`src/hw/cs_buffer_map.svh`:
```
/*
  Address map, field positions, reset values and frame counts of the
  channel-status block buffer. Included by every design file that needs them;
  assumes a byte-wide control port with 8-bit addresses.
*/
`ifndef CS_BUFFER_MAP_SVH
`define CS_BUFFER_MAP_SVH

// Block geometry
`define CSB_WORDS        24
`define FRAMES_PER_BLOCK 8'd192
`define LAST_FRAME       8'd191

// Control-port addresses
`define ADDR_CTRL    8'h1E
`define ADDR_STAT    8'h1F
`define ADDR_CS_BASE 8'h20
`define ADDR_CS_LAST 8'h37
`define ADDR_U_BASE  8'h38
`define ADDR_U_LAST  8'h4F

// Control register fields and reset
`define CTRL_INHIBIT  0
`define CTRL_RESERVE  1
`define CTRL_ONE_BYTE 2
`define CTRL_CHAN_B   3
`define CTRL_IRQ_EN   4
`define CTRL_RESET    5'h00

// Leading words kept for host writes
`define RESERVED_BYTES 5

// Quiet time after a transfer, in frames
`define HOLDOFF_FRAMES 24

`endif

```
`src/hw/cs_buffer_pkg.sv`:
```
/*
  Types shared by the channel-status block buffer files.
  Assumes nothing of its surroundings.
*/
package cs_buffer_pkg;

  // Bits recovered from one frame, both subframes
  typedef struct packed {
    logic cs_a;
    logic cs_b;
    logic u_a;
    logic u_b;
  } rx_bits_t;

  // Control register, bit 4 down to bit 0
  typedef struct packed {
    logic irq_en;
    logic chan_b;
    logic one_byte;
    logic reserve;
    logic inhibit;
  } ctrl_t;

  // Two-byte access phase
  typedef enum logic {
    PH_FIRST  = 1'b0,
    PH_SECOND = 1'b1
  } phase_t;

endpackage : cs_buffer_pkg

```
`src/hw/rx_block_collector.sv`:
```
/*
  Receive-side block buffer: gathers channel-status and user bits frame by
  frame into one block image. Assumes frame_stb is a one-cycle pulse per frame
  and block_start marks the first frame of a block in the same cycle.
*/
`include "cs_buffer_map.svh"

module rx_block_collector #(
  parameter int WORDS = `CSB_WORDS
) (
  // Clock and reset
  input  wire logic                     clk,
  input  wire logic                     reset_n,
  // Frame bits from the receiver
  input  wire logic                     frame_stb,
  input  wire logic                     block_start,
  input  wire cs_buffer_pkg::rx_bits_t  bits,
  // Block image and completion pulse
  output logic [WORDS*16-1:0]           d_cs,
  output logic [WORDS*16-1:0]           d_u,
  output logic                          block_done
);

  logic [7:0]          frame_q, frame_d;  // Next frame slot
  logic                armed_q, armed_d;  // Block start seen
  logic [WORDS*16-1:0] cs_q, cs_d;        // C words, A high, B low
  logic [WORDS*16-1:0] u_q, u_d;          // U words, interleaved
  logic                done_q, done_d;    // Full block present

  // Place each frame's bits; a new block start discards a partial block
  always_comb begin
    logic [7:0] idx;
    int         w;
    int         b;
    idx     = block_start ? 8'h00 : frame_q;
    w       = int'(idx[7:3]);
    b       = int'(idx[2:0]);
    frame_d = frame_q;
    armed_d = armed_q;
    cs_d    = cs_q;
    u_d     = u_q;
    done_d  = 1'b0;
    if (frame_stb && (block_start || armed_q)) begin
      // Earliest bit lands in the byte MSB
      cs_d[w*16+15-b]  = bits.cs_a;
      cs_d[w*16+7-b]   = bits.cs_b;
      // U pairs interleave from bit 15 down
      u_d[w*16+15-2*b] = bits.u_a;
      u_d[w*16+14-2*b] = bits.u_b;
      if (idx == `LAST_FRAME) begin
        // Only a full 192-frame run completes a block
        done_d  = 1'b1;
        armed_d = 1'b0;
        frame_d = 8'h00;
      end else begin
        armed_d = 1'b1;
        frame_d = idx + 8'h01;
      end
    end
  end

  // Register the collector state
  always_ff @(posedge clk) begin
    if (!reset_n) begin
      frame_q <= 8'h00;
      armed_q <= 1'b0;
      cs_q    <= '0;
      u_q     <= '0;
      done_q  <= 1'b0;
    end else begin
      frame_q <= frame_d;
      armed_q <= armed_d;
      cs_q    <= cs_d;
      u_q     <= u_d;
      done_q  <= done_d;
    end
  end

  assign d_cs       = cs_q;
  assign d_u        = u_q;
  assign block_done = done_q;
endmodule : rx_block_collector

```
`src/hw/channel_status_block_buffer.sv`:
```
/*
  Double-buffered channel-status and user-data store with a byte-wide
  control-port register access, transfer pulse, inhibit and leading-byte
  reservation. Assumes the receiver supplies per-frame strobes and that the
  control-port protocol engine presents one-cycle read and write strobes.
*/
`include "cs_buffer_map.svh"

module channel_status_block_buffer #(
  parameter int WORDS   = `CSB_WORDS,
  parameter int RSV     = `RESERVED_BYTES,
  parameter int HOLDOFF = `HOLDOFF_FRAMES
) (
  // Clock and reset
  input  wire logic                    clk,
  input  wire logic                    reset_n,
  // Receiver frame timing and bits
  input  wire logic                    frame_stb,
  input  wire logic                    block_start,
  input  wire cs_buffer_pkg::rx_bits_t rx_bits,
  // Control-port register access
  input  wire logic [7:0]              cp_addr,
  input  wire logic                    cp_wr,
  input  wire logic [7:0]              cp_wdata,
  input  wire logic                    cp_rd,
  output logic [7:0]                   cp_rdata,
  output logic                         cp_rvalid,
  // Transfer interrupt
  output logic                         xfer_irq
);

  logic [WORDS*16-1:0] d_cs;        // Receive-side C image
  logic [WORDS*16-1:0] d_u;         // Receive-side U image
  logic                block_done;  // Complete block ready
  logic                xfer;        // Copy happens this cycle

  // Receive-side buffer
  rx_block_collector #(
    .WORDS       (WORDS)
  ) u_rx (
    .clk         (clk),
    .reset_n     (reset_n),
    .frame_stb   (frame_stb),
    .block_start (block_start),
    .bits        (rx_bits),
    .d_cs        (d_cs),
    .d_u         (d_u),
    .block_done  (block_done)
  );

  cs_buffer_pkg::ctrl_t  ctrl_q, ctrl_d;        // Control register
  logic [WORDS*16-1:0]   e_cs_q, e_cs_d;        // Host-visible C words
  logic [WORDS*16-1:0]   e_u_q, e_u_d;          // Host-visible U words
  logic [4:0]            hold_q, hold_d;        // Frames left in quiet time
  logic                  seen_q, seen_d;        // Transfer since status read
  logic                  irq_q, irq_d;          // Interrupt pulse
  cs_buffer_pkg::phase_t rph_q, rph_d;          // Read byte phase
  cs_buffer_pkg::phase_t wph_q, wph_d;          // Write byte phase
  logic [7:0]            pend_q, pend_d;        // Second byte, caught at first
  logic [7:0]            rdata_q, rdata_d;      // Read data
  logic                  rvalid_q, rvalid_d;    // Read data valid

  // Address decode
  logic       in_cs;       // C word window
  logic       in_u;        // U word window
  logic [7:0] cs_off;      // C word index
  logic [7:0] u_off;       // U word index
  logic       host_wr_ok;  // Write into a reserved word
  logic       wr_a;        // Write targets the A byte

  assign in_cs  = cp_addr >= `ADDR_CS_BASE && cp_addr <= `ADDR_CS_LAST;
  assign in_u   = cp_addr >= `ADDR_U_BASE && cp_addr <= `ADDR_U_LAST;
  assign cs_off = cp_addr - `ADDR_CS_BASE;
  assign u_off  = cp_addr - `ADDR_U_BASE;
  // Only reserved words accept writes, and only in reserve mode
  assign host_wr_ok = cp_wr && in_cs && ctrl_q.reserve && int'(cs_off) < RSV;
  assign wr_a       = ctrl_q.one_byte ? !ctrl_q.chan_b : (wph_q == cs_buffer_pkg::PH_FIRST);

  // Whole block, not inhibited, quiet time over
  assign xfer = block_done && !ctrl_q.inhibit && hold_q == 5'h00;

  // Host buffer: one-cycle copy keeps each read consistent
  always_comb begin
    e_cs_d = e_cs_q;
    e_u_d  = e_u_q;
    if (xfer) begin
      e_u_d = d_u;
      for (int w = 0; w < WORDS; w++) begin
        // Reserved leading words are skipped by the copy
        if (!(ctrl_q.reserve && w < RSV)) begin
          e_cs_d[w*16 +: 16] = d_cs[w*16 +: 16];
        end
      end
    end
    // Host value wins and then stays until rewritten, while reserve mode stays set
    if (host_wr_ok) begin
      if (wr_a) begin
        e_cs_d[int'(cs_off)*16+8 +: 8] = cp_wdata;
      end else begin
        e_cs_d[int'(cs_off)*16 +: 8] = cp_wdata;
      end
    end
  end

  // Control, quiet-time counter, status and interrupt
  always_comb begin
    ctrl_d = ctrl_q;
    hold_d = hold_q;
    seen_d = seen_q;
    wph_d  = wph_q;
    irq_d  = xfer && ctrl_q.irq_en;
    if (cp_wr && cp_addr == `ADDR_CTRL) begin
      ctrl_d = cs_buffer_pkg::ctrl_t'(cp_wdata[4:0]);
    end
    // Two-byte writes alternate A then B
    if (host_wr_ok && !ctrl_q.one_byte) begin
      wph_d = (wph_q == cs_buffer_pkg::PH_FIRST) ? cs_buffer_pkg::PH_SECOND : cs_buffer_pkg::PH_FIRST;
    end
    // Frame-paced quiet time; gives the host room to read
    if (xfer) begin
      hold_d = 5'(HOLDOFF);
    end else if (frame_stb && hold_q != 5'h00) begin
      hold_d = hold_q - 5'h01;
    end
    // Status read clears, a new transfer in that cycle wins
    if (cp_rd && cp_addr == `ADDR_STAT && rph_q == cs_buffer_pkg::PH_FIRST) begin
      seen_d = 1'b0;
    end
    if (xfer) begin
      seen_d = 1'b1;
    end
  end

  // Read path; second byte is latched with the first
  always_comb begin
    rph_d    = rph_q;
    pend_d   = pend_q;
    rdata_d  = rdata_q;
    rvalid_d = cp_rd;
    if (cp_wr) begin
      // A write restarts the byte pairing
      rph_d = cs_buffer_pkg::PH_FIRST;
    end else if (cp_rd) begin
      rdata_d = 8'h00;
      if (rph_q == cs_buffer_pkg::PH_SECOND) begin
        rdata_d = pend_q;
        rph_d   = cs_buffer_pkg::PH_FIRST;
      end else if (in_cs) begin
        if (ctrl_q.one_byte) begin
          // Single byte from the selected channel
          rdata_d = ctrl_q.chan_b ? e_cs_q[int'(cs_off)*16 +: 8] : e_cs_q[int'(cs_off)*16+8 +: 8];
        end else begin
          // A byte now, B byte on the next read
          rdata_d = e_cs_q[int'(cs_off)*16+8 +: 8];
          pend_d  = e_cs_q[int'(cs_off)*16 +: 8];
          rph_d   = cs_buffer_pkg::PH_SECOND;
        end
      end else if (in_u) begin
        // User words always read as two bytes
        rdata_d = e_u_q[int'(u_off)*16+8 +: 8];
        pend_d  = e_u_q[int'(u_off)*16 +: 8];
        rph_d   = cs_buffer_pkg::PH_SECOND;
      end else if (cp_addr == `ADDR_CTRL) begin
        rdata_d = {3'h0, ctrl_q};
      end else if (cp_addr == `ADDR_STAT) begin
        rdata_d = {6'h00, hold_q != 5'h00, seen_q};
      end
    end
  end

  // Register all state
  always_ff @(posedge clk) begin
    if (!reset_n) begin
      ctrl_q   <= cs_buffer_pkg::ctrl_t'(`CTRL_RESET);
      e_cs_q   <= '0;
      e_u_q    <= '0;
      hold_q   <= 5'h00;
      seen_q   <= 1'b0;
      irq_q    <= 1'b0;
      rph_q    <= cs_buffer_pkg::PH_FIRST;
      wph_q    <= cs_buffer_pkg::PH_FIRST;
      pend_q   <= 8'h00;
      rdata_q  <= 8'h00;
      rvalid_q <= 1'b0;
    end else begin
      ctrl_q   <= ctrl_d;
      e_cs_q   <= e_cs_d;
      e_u_q    <= e_u_d;
      hold_q   <= hold_d;
      seen_q   <= seen_d;
      irq_q    <= irq_d;
      rph_q    <= rph_d;
      wph_q    <= wph_d;
      pend_q   <= pend_d;
      rdata_q  <= rdata_d;
      rvalid_q <= rvalid_d;
    end
  end

  assign cp_rdata  = rdata_q;
  assign cp_rvalid = rvalid_q;
  assign xfer_irq  = irq_q;

  // Helper bytes for the read checks
  logic [7:0] chk_a;
  logic [7:0] chk_b;
  assign chk_a = in_cs ? e_cs_q[int'(cs_off)*16+8 +: 8] : 8'h00;
  assign chk_b = in_cs ? e_cs_q[int'(cs_off)*16 +: 8] : 8'h00;
endmodule : channel_status_block_buffer

```
`config.mk`:
```
export PLATFORM = sky130hd
export DESIGN_NAME = channel_status_block_buffer
export DESIGN_NICKNAME = d
export VERILOG_FILES = /design/src/hw/cs_buffer_pkg.sv /design/src/hw/rx_block_collector.sv /design/src/hw/channel_status_block_buffer.sv
export VERILOG_INCLUDE_DIRS = /design/src /design/src/hw
export SDC_FILE = /design/constraint.sdc
export NUM_CORES = 2
export LEC_CHECK = 0
export BUFFER_PORTS_ARGS = -buffer_cell sky130_fd_sc_hd__clkbuf_2
export CAP_MARGIN = 20
export CORE_MARGIN = 2
export CORE_UTILIZATION = 50
export DETAILED_ROUTE_END_ITERATION = 7
export HOLD_SLACK_MARGIN = 0.15
export PLACE_DENSITY = 0.65
export SYNTH_ARGS = -nofsm -noshare
export SYNTH_HDL_FRONTEND = slang
export SYNTH_HIERARCHICAL = 1
export SYNTH_SLANG_ARGS = --single-unit
```
`constraint.sdc`:
```
create_clock -name clk -period 8.05 [get_ports clk]
set_clock_uncertainty 0.2 [all_clocks]
set_input_delay 0.4025 -clock clk [delete_from_list [all_inputs] [get_ports clk]]
set_output_delay 0.4025 -clock clk [all_outputs]
set_load 0.01 [all_outputs]
```
==> impl_metrics.py <==
metrics = {
    "status": {
        "run_status": "finished, final reports clean",
    },
    "synth": {
        "synth_top_flop_cell": "dfxtp_1",
        "synth.avg_cell_area_um2": 8.89,
        "yosysWarnings": 6,
        "yosys_register_bits": 1577,
        "synthCells": 7610,
        "synth_area_leaders": "dfxtp_1, nand2_1, mux2i_1",
        "yosysSeqAreaShare_pct": 46.7,
        "async_flop_share_pct": 0,
        "synth.top_cells.by_count": "nand2_1, dfxtp_1, a21oi_1",
        "syn-cell-area_mm2": 0.0676,
        "synth.most_common_cell": "nand2_1",
        "ys_types": 90,
        "synth_top_area_share_pct": 46.7,
        "synth_edf_count": 0,
        "yosysTopAreaCell": "dfxtp_1",
        "synth_fp_nets": 7650,
    },
    "drt": {
        "firstDrtPassIters": 6,
        "wirelength_um": 228000,
        "antenna_left": 0,
        "routedWlPerCell_um": 24.9,
        "viasPerCell": 6.17,
        "drtIter0Drc": 6435,
        "drcViolationCount": 0,
        "vias": 56500,
    },
    "floorplanning": {
        "num_rows": 134,
        "initial_core_util_pct": 50.5,
        "die_area_mm2": 0.138,
        "pin_count": 36,
        "die_w_um": 372,
        "fp.coreArea_mm2": 0.134,
        "die_y_um": 372,
    },
    "placed_design": {
        "numPortBuffers": 35,
        "dp_cells": 8831,
        "dp_slack_ns": 3.29,
        "place_congestion": 0.954,
        "dp_hpwl_um": 139000,
    },
    "clock_network": {
        "cts_sinks": 1577,
        "path_clk_slew_ns": 0.06,
        "cts_max_level": 4,
        "post_cts_resized": 0,
        "clk_latency_ns": 0.81,
        "cts.path.max_buffers": 3,
        "hold_buffers": 20,
        "cts_tree": "yes",
        "post-cts-setup-buffers": 0,
        "cts_buffers": 168,
        "cts_root_buf": "clkbuf_16",
    },
    "final_layout": {
        "drive_above_1_share_pct": 10.4,
        "area.growth.synth_to_final_pct": 9.76,
        "nNetsFinal": 7297,
        "final_cells": 9154,
        "post-route-util_pct": 55.5,
    },
    "run": {
        "cap_violations": 0,
    },
    "critical_path": {
        "cp_max_fo": 101,
        "worstPathCellList": "inv_1, ha_1, or4b_1, or3b_4, buf_4, buf_4, buf_4, nand2_1, a21oi_1",
        "crit_start": "hold_q[0]",
        "crit_top_cell": "buf_4",
        "r2r-start": "hold_q[0]",
        "critPathArrivalTime_ns": 5.36,
        "required_ns": 8.56,
        "start_kind": "flop",
        "cp-end-kind": "flop",
        "cpMaxStageDelayCell": "buf_4",
        "worst_path_largest_cell_delay_ns": 0.93,
        "critPathBufInv": 4,
        "critical_path_class": "reg -> reg",
        "cp_top_family": "buffers and inverters",
    },
    "sta": {
        "fin_crit_ns": 4.85,
        "tightest_slew_ns": 1.21,
        "drv_slew": 0,
        "fmax_ghz": 0.206,
        "maxSlewHeadroom_pct": 19.3,
        "rsz0062_at_grt": "false",
        "tns_ns": 0,
        "whs_ns": 0.203,
        "period_share_pct": 60.3,
        "hold_violations": 0,
        "worst_slack_ns": 3.20,
        "setup_violations": 0,
    },
    "global_route": {
        "grt_pass1_vias": 52900,
        "globalRouteTotalUtil_pct": 32.3,
        "grt_pass1_wl_um": 340000,
        "overflow": 0,
        "grt_max_degree": 202,
        "antenna_found_initial": 11,
    },
    "pwr": {
        "p_leak_nw": 25.6,
        "p_per_area_mw_per_mm2": 220,
        "ir_drop_v": 0.000180,
    },
    "hold_path": {
        "hold_start": "cp_addr[2]",
        "hold_class": "in -> reg",
    },
}
through the flow:
| step | instance area, µm² | total power, mW |
|---|---|---|
| 6_report | 74200 | 16.3 |
| 5_1_grt | 74200 | 16.7 |
| 4_1_cts | 74200 | 16.4 |
| 3_5_place_dp | 68400 | 8.65 |
| 3_3_place_gp | 68300 | 8.64 |
| 2_1_floorplan | 67600 | 8.42 |
cells in the final DEF (no fill, tap or decap), types with 20 or more instances in the layout:
cell,count
mux2i_1,591
nand2_1,1953
nand3_1,398
clkbuf_8,40
nor2b_1,127
clkbuf_16,171
nor3_1,21
mux4_2,177
nand4_1,69
dlygate4sd3_1,20
clkinv_2,26
mux2_2,68
a21oi_1,693
o31ai_1,89
nor2_1,119
o211ai_1,53
o22ai_1,23
buf_4,110
dfxtp_1,1577
nor4_4,20
o21ai_0,331
clkbuf_1,37
clkbuf_2,27
a21boi_0,267
and2_1,27
path summary, 6_finish.rpt:
check	cells past startpoint	endpoint	slack [ns]
max	9	e_u_q[245]	3.20
min reg2reg	2	e_cs_q[296]	0.21
max reg2reg	9	e_u_q[245]	3.20
min	4	e_cs_q[13]	0.20
final cells by class:
type	instances	area (µm²)
tap	1768	2210
sequential	1577	31600
fill	12100	59600
inverter	15	63.8
antenna	3	7.51
multi-input combinational	5315	33300
clock inverter	48	631
clock buffer	248	4970
timing repair buffer	180	1520
metal layers:
| layer | part of all wire [%] | track usage (%) | up-vias |
|---|---|---|---|
| met5 | 0.049 | 0 | - |
| met4 | 5.1 | 15.2 | 16 |
| met3 | 9.5 | 6.88 | 595 |
| met2 | 44 | 48.9 | 2621 |
| met1 | 41 | 43.8 | 27700 |
| li1 | - | - | 25600 |
cells by family (layout without fill, tap and decap cells):
family	after synthesis	count (layout)	synth area share, %
DFF	1577	1577	46.7
xor gates and xnor gates	9	9	0.117
and+or+nand+nor	2895	2895	19.3
buffers and inverters	718	491	4.33
AOI/OAI and AO/OA	1561	1561	13.6
adders and majority gates	14	14	0.259
other	0	3	0
muxes	836	836	15.8
registers in the layout (all words and copies together) (netlist names):
signal and cells:
hold_q 5, u_rx/armed_q 1, seen_q 1, e_cs_q 384, e_u_q 384, cp_rdata 8, u_rx/block_done 1, wph_q 1
rph_q 1, ctrl_q 5, cp_rvalid 1, xfer_irq 1, u_rx/d_u 384, pend_q 8, u_rx/d_cs 384, u_rx/frame_q 8
power breakdown:
part / internal [mW] / switching, mW
clock: 4.57 / 3.28
sequential: 7.82 / 0.0153
combinational: 0.166 / 0.503
worst reg2reg max path, delay by kind of cell, from the launching register on:
| kind | cells | cell delay (ns) |
|---|---|---|
| AOI/OAI and AO/OA | 1 | 0.20 |
| adders and majority gates | 1 | 0.19 |
| buffers and inverters | 4 | 2.87 |
| DFF | 1 | 0.37 |
| and+or+nand+nor | 3 | 0.93 |
Power figures use the tool's default switching activity.
